$ cat src/regulator_irq_mask_meter_defines.svh
// Offsets, field positions, reset values and scale constants for the mask and load meter slice
`ifndef REGULATOR_IRQ_MASK_METER_DEFINES_SVH
`define REGULATOR_IRQ_MASK_METER_DEFINES_SVH

// ----------------------------------------
// Register offsets
// ----------------------------------------
`define OFS_REGULATOR_IRQ_MASK   8'h23
`define OFS_LOAD_MEASURE_SELECT  8'h24
`define OFS_LOAD_CURRENT_HIGH    8'h25
`define OFS_LOAD_CURRENT_LOW     8'h26

// ----------------------------------------
// Mask register fields
// ----------------------------------------
`define BIT_REG1_PG_LOST_MASK    7
`define BIT_REG1_PG_GAINED_MASK  6
`define BIT_REG1_CURLIMIT_MASK   4
`define BIT_REG0_PG_LOST_MASK    3
`define BIT_REG0_PG_GAINED_MASK  2
`define BIT_REG0_CURLIMIT_MASK   0
`define MASK_WRITABLE_BITS       8'hDD
`define RST_REGULATOR_IRQ_MASK   8'hDD

// ----------------------------------------
// Measurement fields
// ----------------------------------------
`define BIT_MEASURE_SELECT       0
`define RST_LOAD_MEASURE_SELECT  8'h00
`define RST_LOAD_CURRENT         9'h000
`define LOAD_RESULT_WIDTH        9
`define LOAD_LSB_MILLIAMP        20
`define LOAD_FULL_SCALE_MILLIAMP 10220

`endif

$ cat src/regulator_irq_mask_meter_pkg.sv
// Types shared by the mask and load meter slice
package regulator_irq_mask_meter_pkg;

	// ----------------------------------------
	// Register port request
	// ----------------------------------------
	typedef struct packed {
		logic       wr;
		logic       rd;
		logic [7:0] addr;
		logic [7:0] wdata;
	} reg_req_type;

	// ----------------------------------------
	// Per-regulator flags, bit 1 is regulator one
	// ----------------------------------------
	typedef struct packed {
		logic [1:0] pg;
		logic [1:0] curlimit;
	} ldo_flags_type;

endpackage

$ cat src/ldo_irq_mask_and_load_meter.sv
// Linear regulator interrupt masks and buck load current meter registers
//
// How it works
// - Bit 7 masks regulator one power-good loss
// - Bit 6 masks regulator one power-good gain
// - Bit 4 masks regulator one current limit
// - Bit 3 masks regulator zero power-good loss
// - Bit 2 masks regulator zero power-good gain
// - Bit 0 masks regulator zero current limit
// - Live status follows conditions regardless of masks
// - Select bit 0 picks converter zero or one
// - Every select write starts a new measurement
// - Nine-bit result split high bit 0, low byte
// - Result scaled 20 mA per LSB, 10.22 A
// - Reserved mask and high-result bits read zero
// - Completion raises ready interrupt unless masked
`timescale 1ns/100ps
`default_nettype none
`include "regulator_irq_mask_meter_defines.svh"

module ldo_irq_mask_and_load_meter (
	input  wire logic                              clk_sys,
	input  wire logic                              rst,
	input  wire regulator_irq_mask_meter_pkg::reg_req_type   reg_req,
	output var  logic [7:0]                        reg_rdata_ff,
	output var  logic                              reg_rvalid_ff,
	input  wire regulator_irq_mask_meter_pkg::ldo_flags_type ldo_cond,
	output var  regulator_irq_mask_meter_pkg::ldo_flags_type status_ff,
	output var  regulator_irq_mask_meter_pkg::ldo_flags_type irq_set_ff,
	output var  logic                              meas_start_ff,
	output var  logic                              meas_sel_ff,
	input  wire logic                              meas_done,
	input  wire logic [8:0]                        meas_result,
	input  wire logic                              measure_ready_mask,
	output var  logic                              measure_ready_irq_ff
);
	import regulator_irq_mask_meter_pkg::*;

	// ----------------------------------------
	// Storage
	// ----------------------------------------
	logic [7:0]    mask_ff;
	logic [7:0]    select_ff;
	logic [8:0]    result_ff;
	ldo_flags_type cond_meta_ff;
	ldo_flags_type cond_sync_ff;

	// ----------------------------------------
	// Address decode
	// ----------------------------------------
	wire logic hit_mask;
	wire logic hit_select;
	wire logic hit_high;
	wire logic hit_low;
	wire logic wr_mask;
	wire logic wr_select;

	assign hit_mask   = (reg_req.addr == `OFS_REGULATOR_IRQ_MASK);
	assign hit_select = (reg_req.addr == `OFS_LOAD_MEASURE_SELECT);
	assign hit_high   = (reg_req.addr == `OFS_LOAD_CURRENT_HIGH);
	assign hit_low    = (reg_req.addr == `OFS_LOAD_CURRENT_LOW);
	assign wr_mask    = reg_req.wr & hit_mask;
	assign wr_select  = reg_req.wr & hit_select;

	// Result registers are read only; writes to them fall away
	wire logic [7:0] rd_mux;
	assign rd_mux = hit_mask   ? (mask_ff & `MASK_WRITABLE_BITS) :
	                hit_select ? select_ff :
	                hit_high   ? {7'h00, result_ff[8]} :
	                hit_low    ? result_ff[7:0] :
	                8'h00;

	// ----------------------------------------
	// Edge detection on synchronised conditions
	// ----------------------------------------
	wire logic [1:0] pg_lost;
	wire logic [1:0] pg_gained;
	wire logic [1:0] cl_hit;
	wire logic [1:0] lost_mask;
	wire logic [1:0] gained_mask;
	wire logic [1:0] cl_mask;
	ldo_flags_type   nxt_irq_set;

	assign pg_lost     = status_ff.pg & ~cond_sync_ff.pg;
	assign pg_gained   = cond_sync_ff.pg & ~status_ff.pg;
	assign cl_hit      = cond_sync_ff.curlimit & ~status_ff.curlimit;
	assign lost_mask   = {mask_ff[`BIT_REG1_PG_LOST_MASK], mask_ff[`BIT_REG0_PG_LOST_MASK]};
	assign gained_mask = {mask_ff[`BIT_REG1_PG_GAINED_MASK], mask_ff[`BIT_REG0_PG_GAINED_MASK]};
	assign cl_mask     = {mask_ff[`BIT_REG1_CURLIMIT_MASK], mask_ff[`BIT_REG0_CURLIMIT_MASK]};
	// Loss and gain share one power-good interrupt per regulator
	assign nxt_irq_set.pg       = (pg_lost & ~lost_mask) | (pg_gained & ~gained_mask);
	assign nxt_irq_set.curlimit = cl_hit & ~cl_mask;

	// ----------------------------------------
	// Register file
	// ----------------------------------------
	always_ff @(posedge clk_sys) begin
		if (rst) begin
			mask_ff   <= `RST_REGULATOR_IRQ_MASK;
			select_ff <= `RST_LOAD_MEASURE_SELECT;
		end else begin
			if (wr_mask)
				mask_ff <= reg_req.wdata & `MASK_WRITABLE_BITS;
			if (wr_select)
				select_ff <= reg_req.wdata;
		end
	end

	// Read data only changes on a read, so a read never disturbs state
	always_ff @(posedge clk_sys) begin
		if (rst) begin
			reg_rdata_ff  <= 8'h00;
			reg_rvalid_ff <= 1'b0;
		end else begin
			reg_rvalid_ff <= reg_req.rd;
			if (reg_req.rd)
				reg_rdata_ff <= rd_mux;
		end
	end

	// ----------------------------------------
	// Condition synchronisers and interrupt events
	// ----------------------------------------
	// Status is a third stage, fed past the masks, so masking never hides it
	always_ff @(posedge clk_sys) begin
		if (rst) begin
			cond_meta_ff <= '0;
			cond_sync_ff <= '0;
			status_ff    <= '0;
			irq_set_ff   <= '0;
		end else begin
			cond_meta_ff <= ldo_cond;
			cond_sync_ff <= cond_meta_ff;
			status_ff    <= cond_sync_ff;
			irq_set_ff   <= nxt_irq_set;
		end
	end

	// ----------------------------------------
	// Load current measurement
	// ----------------------------------------
	// A write mid-measurement simply restarts; the old run is abandoned
	always_ff @(posedge clk_sys) begin
		if (rst) begin
			meas_start_ff        <= 1'b0;
			meas_sel_ff          <= 1'b0;
			result_ff            <= `RST_LOAD_CURRENT;
			measure_ready_irq_ff <= 1'b0;
		end else begin
			meas_start_ff        <= wr_select;
			if (wr_select)
				meas_sel_ff <= reg_req.wdata[`BIT_MEASURE_SELECT];
			if (meas_done)
				result_ff <= meas_result;
			measure_ready_irq_ff <= meas_done & ~measure_ready_mask;
		end
	end

	// ----------------------------------------
	// Checks
	// ----------------------------------------
	a_reg1_pg_lost: assert property (@(posedge clk_sys) disable iff (rst)
		$fell(cond_sync_ff.pg[1]) |=> (irq_set_ff.pg[1] == !$past(mask_ff[`BIT_REG1_PG_LOST_MASK])))
		else $error("regulator one loss interrupt wrong");

	a_reg1_pg_gain: assert property (@(posedge clk_sys) disable iff (rst)
		$rose(cond_sync_ff.pg[1]) |=> (irq_set_ff.pg[1] == !$past(mask_ff[`BIT_REG1_PG_GAINED_MASK])))
		else $error("regulator one gain interrupt wrong");

	a_reg1_cl_irq: assert property (@(posedge clk_sys) disable iff (rst)
		irq_set_ff.curlimit[1] |-> $past(cl_hit[1]) && !$past(mask_ff[`BIT_REG1_CURLIMIT_MASK]))
		else $error("regulator one current limit interrupt wrong");

	a_reg0_pg_lost: assert property (@(posedge clk_sys) disable iff (rst)
		$fell(cond_sync_ff.pg[0]) |=> (irq_set_ff.pg[0] == !$past(mask_ff[`BIT_REG0_PG_LOST_MASK])))
		else $error("regulator zero loss interrupt wrong");

	a_reg0_pg_gain: assert property (@(posedge clk_sys) disable iff (rst)
		$rose(cond_sync_ff.pg[0]) |=> (irq_set_ff.pg[0] == !$past(mask_ff[`BIT_REG0_PG_GAINED_MASK])))
		else $error("regulator zero gain interrupt wrong");

	a_reg0_cl_irq: assert property (@(posedge clk_sys) disable iff (rst)
		$rose(cond_sync_ff.curlimit[0]) && !mask_ff[`BIT_REG0_CURLIMIT_MASK] |=> irq_set_ff.curlimit[0])
		else $error("regulator zero current limit interrupt missing");

	a_status_track: assert property (@(posedge clk_sys) disable iff (rst)
		##3 (status_ff == $past(ldo_cond, 3)))
		else $error("status does not track condition");

	a_select_start: assert property (@(posedge clk_sys) disable iff (rst)
		wr_select |=> meas_start_ff && (meas_sel_ff == $past(reg_req.wdata[0])))
		else $error("measurement not started on select write");

	a_start_cause: assert property (@(posedge clk_sys) disable iff (rst)
		meas_start_ff |-> $past(wr_select))
		else $error("spurious measurement start");

	a_high_read: assert property (@(posedge clk_sys) disable iff (rst)
		reg_req.rd && hit_high |=> reg_rdata_ff == {7'h00, $past(result_ff[8])})
		else $error("high result read wrong");

	a_mask_resvd: assert property (@(posedge clk_sys) disable iff (rst)
		(mask_ff[5] == 1'b0) && (mask_ff[1] == 1'b0))
		else $error("reserved mask bits set");

	a_ready_irq: assert property (@(posedge clk_sys) disable iff (rst)
		meas_done |=> (measure_ready_irq_ff == !$past(measure_ready_mask)))
		else $error("ready interrupt wrong");

	a_result_hold: assert property (@(posedge clk_sys) disable iff (rst)
		!meas_done |=> $stable(result_ff))
		else $error("result changed without completion");

	// ----------------------------------------
	// Read path, masking and measurement checks
	// ----------------------------------------
	a_low_read: assert property (@(posedge clk_sys) disable iff (rst)
		reg_req.rd && hit_low |=> reg_rdata_ff == $past(result_ff[7:0]))
		else $error("low result read wrong");

	a_high_resvd: assert property (@(posedge clk_sys) disable iff (rst)
		reg_req.rd && hit_high |=> reg_rdata_ff[7:1] == 7'h00)
		else $error("high result reserved bits set");

	a_mask_rd_resvd: assert property (@(posedge clk_sys) disable iff (rst)
		reg_req.rd && hit_mask |=> (reg_rdata_ff[5] == 1'b0) && (reg_rdata_ff[1] == 1'b0))
		else $error("reserved mask bits read set");

	a_select_read: assert property (@(posedge clk_sys) disable iff (rst)
		reg_req.rd && hit_select |=> reg_rdata_ff[0] == $past(meas_sel_ff))
		else $error("select read disagrees with converter choice");

	a_select_write: assert property (@(posedge clk_sys) disable iff (rst)
		wr_select |=> select_ff == $past(reg_req.wdata))
		else $error("select write not stored");

	a_sel_hold: assert property (@(posedge clk_sys) disable iff (rst)
		!wr_select |=> $stable(meas_sel_ff))
		else $error("converter choice changed without write");

	a_unmapped_read: assert property (@(posedge clk_sys) disable iff (rst)
		reg_req.rd && !hit_mask && !hit_select && !hit_high && !hit_low |=> reg_rdata_ff == 8'h00)
		else $error("unmapped read not zero");

	a_rvalid_set: assert property (@(posedge clk_sys) disable iff (rst)
		reg_req.rd |=> reg_rvalid_ff)
		else $error("read not answered");

	a_rvalid_clear: assert property (@(posedge clk_sys) disable iff (rst)
		!reg_req.rd |=> !reg_rvalid_ff)
		else $error("read valid without read");

	a_rdata_hold: assert property (@(posedge clk_sys) disable iff (rst)
		!reg_req.rd |=> $stable(reg_rdata_ff))
		else $error("read data changed without read");

	a_read_no_effect: assert property (@(posedge clk_sys) disable iff (rst)
		reg_req.rd && !reg_req.wr |=> $stable(mask_ff) && $stable(select_ff))
		else $error("read disturbed register state");

	a_mask_write: assert property (@(posedge clk_sys) disable iff (rst)
		wr_mask |=> (mask_ff & `MASK_WRITABLE_BITS) == ($past(reg_req.wdata) & `MASK_WRITABLE_BITS))
		else $error("mask write not stored");

	a_reg1_cl_masked: assert property (@(posedge clk_sys) disable iff (rst)
		cl_hit[1] && mask_ff[`BIT_REG1_CURLIMIT_MASK] |=> !irq_set_ff.curlimit[1])
		else $error("masked regulator one current limit raised");

	a_reg0_cl_masked: assert property (@(posedge clk_sys) disable iff (rst)
		cl_hit[0] && mask_ff[`BIT_REG0_CURLIMIT_MASK] |=> !irq_set_ff.curlimit[0])
		else $error("masked regulator zero current limit raised");

	a_reg1_cl_fall: assert property (@(posedge clk_sys) disable iff (rst)
		$fell(cond_sync_ff.curlimit[1]) |=> !irq_set_ff.curlimit[1])
		else $error("regulator one current limit raised on release");

	a_reg0_cl_fall: assert property (@(posedge clk_sys) disable iff (rst)
		$fell(cond_sync_ff.curlimit[0]) |=> !irq_set_ff.curlimit[0])
		else $error("regulator zero current limit raised on release");

	a_reg0_cl_cause: assert property (@(posedge clk_sys) disable iff (rst)
		!cl_hit[0] |=> !irq_set_ff.curlimit[0])
		else $error("regulator zero current limit without event");

	a_reg1_pg_cause: assert property (@(posedge clk_sys) disable iff (rst)
		irq_set_ff.pg[1] |-> $past(pg_lost[1]) || $past(pg_gained[1]))
		else $error("regulator one power-good interrupt without event");

	a_reg0_pg_cause: assert property (@(posedge clk_sys) disable iff (rst)
		irq_set_ff.pg[0] |-> $past(pg_lost[0]) || $past(pg_gained[0]))
		else $error("regulator zero power-good interrupt without event");

	a_result_load: assert property (@(posedge clk_sys) disable iff (rst)
		meas_done |=> result_ff == $past(meas_result))
		else $error("result not captured on completion");

	a_ready_cause: assert property (@(posedge clk_sys) disable iff (rst)
		measure_ready_irq_ff |-> $past(meas_done))
		else $error("ready interrupt without completion");

	a_ready_masked: assert property (@(posedge clk_sys) disable iff (rst)
		meas_done && measure_ready_mask |=> !measure_ready_irq_ff)
		else $error("masked ready interrupt raised");

endmodule
`default_nettype wire

$ cat config.mk
export PLATFORM = sky130hd
export DESIGN_NAME = ldo_irq_mask_and_load_meter
export DESIGN_NICKNAME = d
export VERILOG_FILES = /design/src/regulator_irq_mask_meter_pkg.sv /design/src/ldo_irq_mask_and_load_meter.sv
export VERILOG_INCLUDE_DIRS = /design/src
export SDC_FILE = /design/constraint.sdc
export NUM_CORES = 1
export LEC_CHECK = 0
export BUFFER_PORTS_ARGS = -buffer_cell sky130_fd_sc_hd__buf_2
export CAP_MARGIN = 20
export CORE_MARGIN = 5
export CORE_UTILIZATION = 30
export DETAILED_ROUTE_END_ITERATION = 12
export PLACE_DENSITY = 0.61
export REMOVE_ABC_BUFFERS = 1
export SLEW_MARGIN = 5
export SYNTH_ARGS = -nofsm -noshare
export SYNTH_HDL_FRONTEND = slang
export SYNTH_SLANG_ARGS = --single-unit
export TNS_END_PERCENT = 5
$ cat constraint.sdc
create_clock -name clk_sys -period 1.2 [get_ports clk_sys]
set_input_delay 0.24 -clock clk_sys [delete_from_list [all_inputs] [get_ports clk_sys]]
set_output_delay 0.24 -clock clk_sys [all_outputs]
set_load 0.02 [all_outputs]
## After elaboration in Yosys (flattened, before gate mapping)

Index checks and enable logic that the tools add are counted.

- Equality and inequality tests: 4
- Mux-type cells: 4
- Bitwise logic cells: 17

Operators by type and width:

| operator | count |
|---|---|
| $eq 8x6->1 const B | 4 |
| $mux 8 | 4 |
| $and 2x2->2 | 6 |
| $not 2->2 | 6 |
| $and 1x1->1 | 3 |
| $or 2x2->2 | 1 |
| $not 1->1 | 1 |

- Bits in registers: 51
- Input bits: 35

## Depth between registers and ports, before layout

- Depth in word-level cells: 5
- Depth in mapped cells: 5
- Gate-level depth less buffers: 4

## Worst setup path before layout

Ideal clock, no wire load.

- Kind: input-to-reg
- Start point: in reg_req[12] in the netlist's numbering
- End point: reg mask_ff[2]
- Setup time: 0.118 ns
- Arrival time: 0.988 ns
- Data required time: 1.082 ns
- Path slack: 0.095 ns
- Stages: 5
- Path buffers: 1
- Cell sequence: nor4b_4 > nand4_2 > buf_6 > nor3_2 > a21oi_1

- Longest elaborated chain between the ends: 2

Ends and longest elaborated chain:

| what | line | text |
|---|---|---|
| start, declared | ldo_irq_mask_and_load_meter.sv:24 | `input wire regulator_irq_mask_meter_pkg::reg_req_type reg_req,` |
| $eq 8x6->1 (no line) | - |  |
| $and 1x1->1 | ldo_irq_mask_and_load_meter.sv:62 | `assign wr_mask = reg_req.wr & hit_mask;` |
| end signal, assigned | ldo_irq_mask_and_load_meter.sv:99 | `` mask_ff <= `RST_REGULATOR_IRQ_MASK; `` |
| end signal, assigned | ldo_irq_mask_and_load_meter.sv:103 | `` mask_ff <= reg_req.wdata & `MASK_WRITABLE_BITS; `` |
| end, declared | ldo_irq_mask_and_load_meter.sv:42 | `logic [7:0] mask_ff;` |

Every way passes these cells.
A chain may end at the register's enable or synchronous reset.

==> flow_metrics.tcl <==
set metrics [dict create \
    start_kind "register" \
    cts_root_buffer "clkbuf_8" \
    synth_cell_type_count 32 \
    crit_required_ps 960 \
    cp_data_arrival_time_ps 830 \
    worst_path_dominant_cell_family "flip-flops" \
    slew_viol_final 0 \
    grt_overflow 0 \
    drtIter0Drc 36 \
    min-delay-start "measure_ready_mask" \
    synth-edff-count 0 \
    nets 290 \
    synth_top_area_cell "dfxtp_1" \
    max_stage_delay_ps 360 \
    vdd_drop_max_mv 0.7055 \
    maxCapViolations 0 \
    p_per_area_nw_per_um2 1183 \
    synth_compound_area_share_pct 9.221 \
    synth-adder-area-share_pct 0 \
    r2r-start "mask_ff[3]$_SDFFE_PP1P_" \
    synth_top_family_by_area "simple AND/OR/NAND/NOR gates" \
    status "finished clean" \
    max_freq_mhz 938.9 \
    ctsLongestPathBuffers 2 \
    ys_ff_latch 50 \
    antenna_found_initial 0 \
    layout_min_cycle_time_ps 1065 \
    area_growth_pct 26.43 \
    finalPower_w 0.002883 \
    yosys_warnings 0 \
    syn_inst 188 \
    yosys.area_share.xor_xnor_pct 0 \
    dieArea_sq_um 8125 \
    synthMuxAreaShare_pct 10.52 \
    post_synth.cell_area_avg_sq_um 10.25 \
    startpoint "select_ff[0]$_SDFFE_PP0P_" \
    std_cell_rows 29 \
    port_buffers 54 \
    async_flop_share_pct 0 \
    finish.utilization_pct 38.59 \
    clock-sinks 50 \
    start_util_pct 30.52 \
    setup_viol 0 \
    n_antenna_cell 0 \
    crit_slowest_cell "dfxtp_1" \
    rsz0062_at_grt "false" \
    vias 1524 \
    drtAntennaViolNets 0 \
    die_w_microns 90.14 \
    grt_usage_pct 10.96 \
    vias_per_cell 4.590 \
    drc 0 \
    wl_per_cell_microns 13.20 \
    synth_simple_gate_area_share_pct 23.96 \
    grt_pass1_vias 1529 \
    h-tree-depth 2 \
    die_h_microns 90.14 \
    cts_resized 0 \
    cts_tree "done" \
    numCtsBuffers 5 \
    synth.area.top_cells "dfxtp_1 (52%), mux2i_1 (9.4%), nor2_1 (5.8%)" \
    post-route-period-util_pct 88.75 \
    crit_buf_inv 1 \
    coreArea_sq_um 6314 \
    post_cts_buffers 0 \
    relSlewSlack_pct 78.12 \
    crit_fanout 3 \
    post-dp-hpwl_microns 3329 \
    path_clk_slew_ps 80 \
    finClkSkew_ps 5.473 \
    grt_pass1_wl_microns 7217 \
    critical_path_class "register to primary output" \
    finalHoldViolCount 0 \
    hp-class "input port to register" \
    clk_latency_ps 290 \
    grt_max_degree 21 \
    drt_pass1_iterations 4 \
    layout-drive-gt1-share_pct 35.69 \
    p_leak_nw 1.111 \
    crit_path_end_kind "primary output" \
    place_congestion 0.7666 \
    drt_wl_total_microns 4382 \
    worst_pin_slew_ps 328.2 \
    synthFlopType "dfxtp_1" \
    cp_cell_sequence "buf_2" \
    ioPinCount 55 \
    synth_top_area_share_pct 51.95 \
    synthesis.area_sq_um 1927 \
    cts_hold_buf 0 \
    ys_seq_area_share_pct 51.95 \
]
layer usage:
metal	up-vias	global-route usage, %	wire length [microns]
met5	-	0	0
met4	0	3.722	45
met3	4	4.841	317
met2	35	16.89	1974
met1	710	13.60	2045
li1	775	-	-
cell usage after synthesis, drive strengths merged, types with 2 or more instances:
master and n:
a21oi 11, nor3 7, nor2 30, buf 7, o32ai 4, nand3 4
a22o 4, nand2 4, clkbuf 5, inv 4, dfxtp 50, o21ai 2
a22oi 4, and3 2, mux2i 18, mux2 2, nor3b 6, nor2b 15
nand2b 3
worst register-to-register path, stage by stage, from the launching register on:
cell and delay (ps):
dfxtp_1 330, a22o_1 210, a22oi_1 180, o32ai_1 100
cell usage in the layout (no fill, tap or decap), types with 2 or more instances in the layout:
cell | synthesis | routed
nand3_1 | 3 | 3
a22oi_1 | 4 | 4
buf_2 | 4 | 54
mux2_2 | 2 | 2
o32ai_1 | 4 | 4
nand2b_1 | 2 | 2
inv_1 | 4 | 4
nor3_1 | 2 | 2
mux2i_1 | 18 | 18
buf_4 | 1 | 18
and3_1 | 2 | 2
nor2_1 | 30 | 30
nor2b_1 | 15 | 15
a21oi_1 | 11 | 11
dfxtp_1 | 50 | 50
a22o_1 | 4 | 4
clkbuf_8 | 0 | 5
clkbuf_1 | 5 | 2
nor3_2 | 5 | 5
nand2_1 | 4 | 4
nor3b_1 | 5 | 5
state kept, by name, indices dropped and copies added, names as in the netlist:
register              cells
meas_start_ff             1
measure_ready_irq_ff      1
cond_sync_ff              4
select_ff                 8
reg_rvalid_ff             1
cond_meta_ff              4
status_ff                 4
irq_set_ff                4
result_ff                 9
reg_rdata_ff              8
mask_ff                   6
kinds of logic (layout without fill, tap and decap cells):
family / Yosys count / count (layout)
simple gates: 76 / 76
flops: 50 / 50
mux: 20 / 20
compound gates: 26 / 26
buf+inv: 16 / 83
through the flow:
stage                     setup WS (ps)  cells  TNS, ps  hold slack (ps)  instance area, sq um
final                             134.9    332        0            95.07                  2436
after global routing              72.48    332        0            77.82                  2436
after CTS                         110.4    332        0            87.34                  2436
after detailed placement         -170.4    325    -2206            402.3                  2360
after global placement           -134.7    325    -1678            401.8                  2360
after floorplan                  -12.57    176   -25.14            309.1                  1858
report_power, final:
part	internal [W]	total, W	switching, W
Sequential	0.00170	0.00171	0.0000156
Clock	0.000402	0.000904	0.000502
Combinational	0.000133	0.000268	0.000135
Total	0.00223	0.00288	0.000652
path summary, 6_finish.rpt:
| kind | end | slack (ps) | depth (start not counted) |
|---|---|---|---|
| max | meas_sel_ff | 130 | 1 |
| min | measure_ready_irq_ff$_SDFF_PP0_ | 100 | 2 |
| max reg2reg | reg_rdata_ff[3]$_SDFFE_PP0P_ | 270 | 3 |
| min reg2reg | irq_set_ff[0]$_SDFF_PP0_ | 420 | 1 |
cell type report:
| class | count | area (sq um) |
|---|---|---|
| flip-flops and latches | 50 | 1001 |
| multi-input cells | 122 | 842.1 |
| inverters | 4 | 15.01 |
| repair buffers | 72 | 405.4 |
| clock buffers | 7 | 76.32 |
| well taps | 77 | 96.34 |
| fillers | 652 | 3877 |
(Power assumes the default switching activity.)
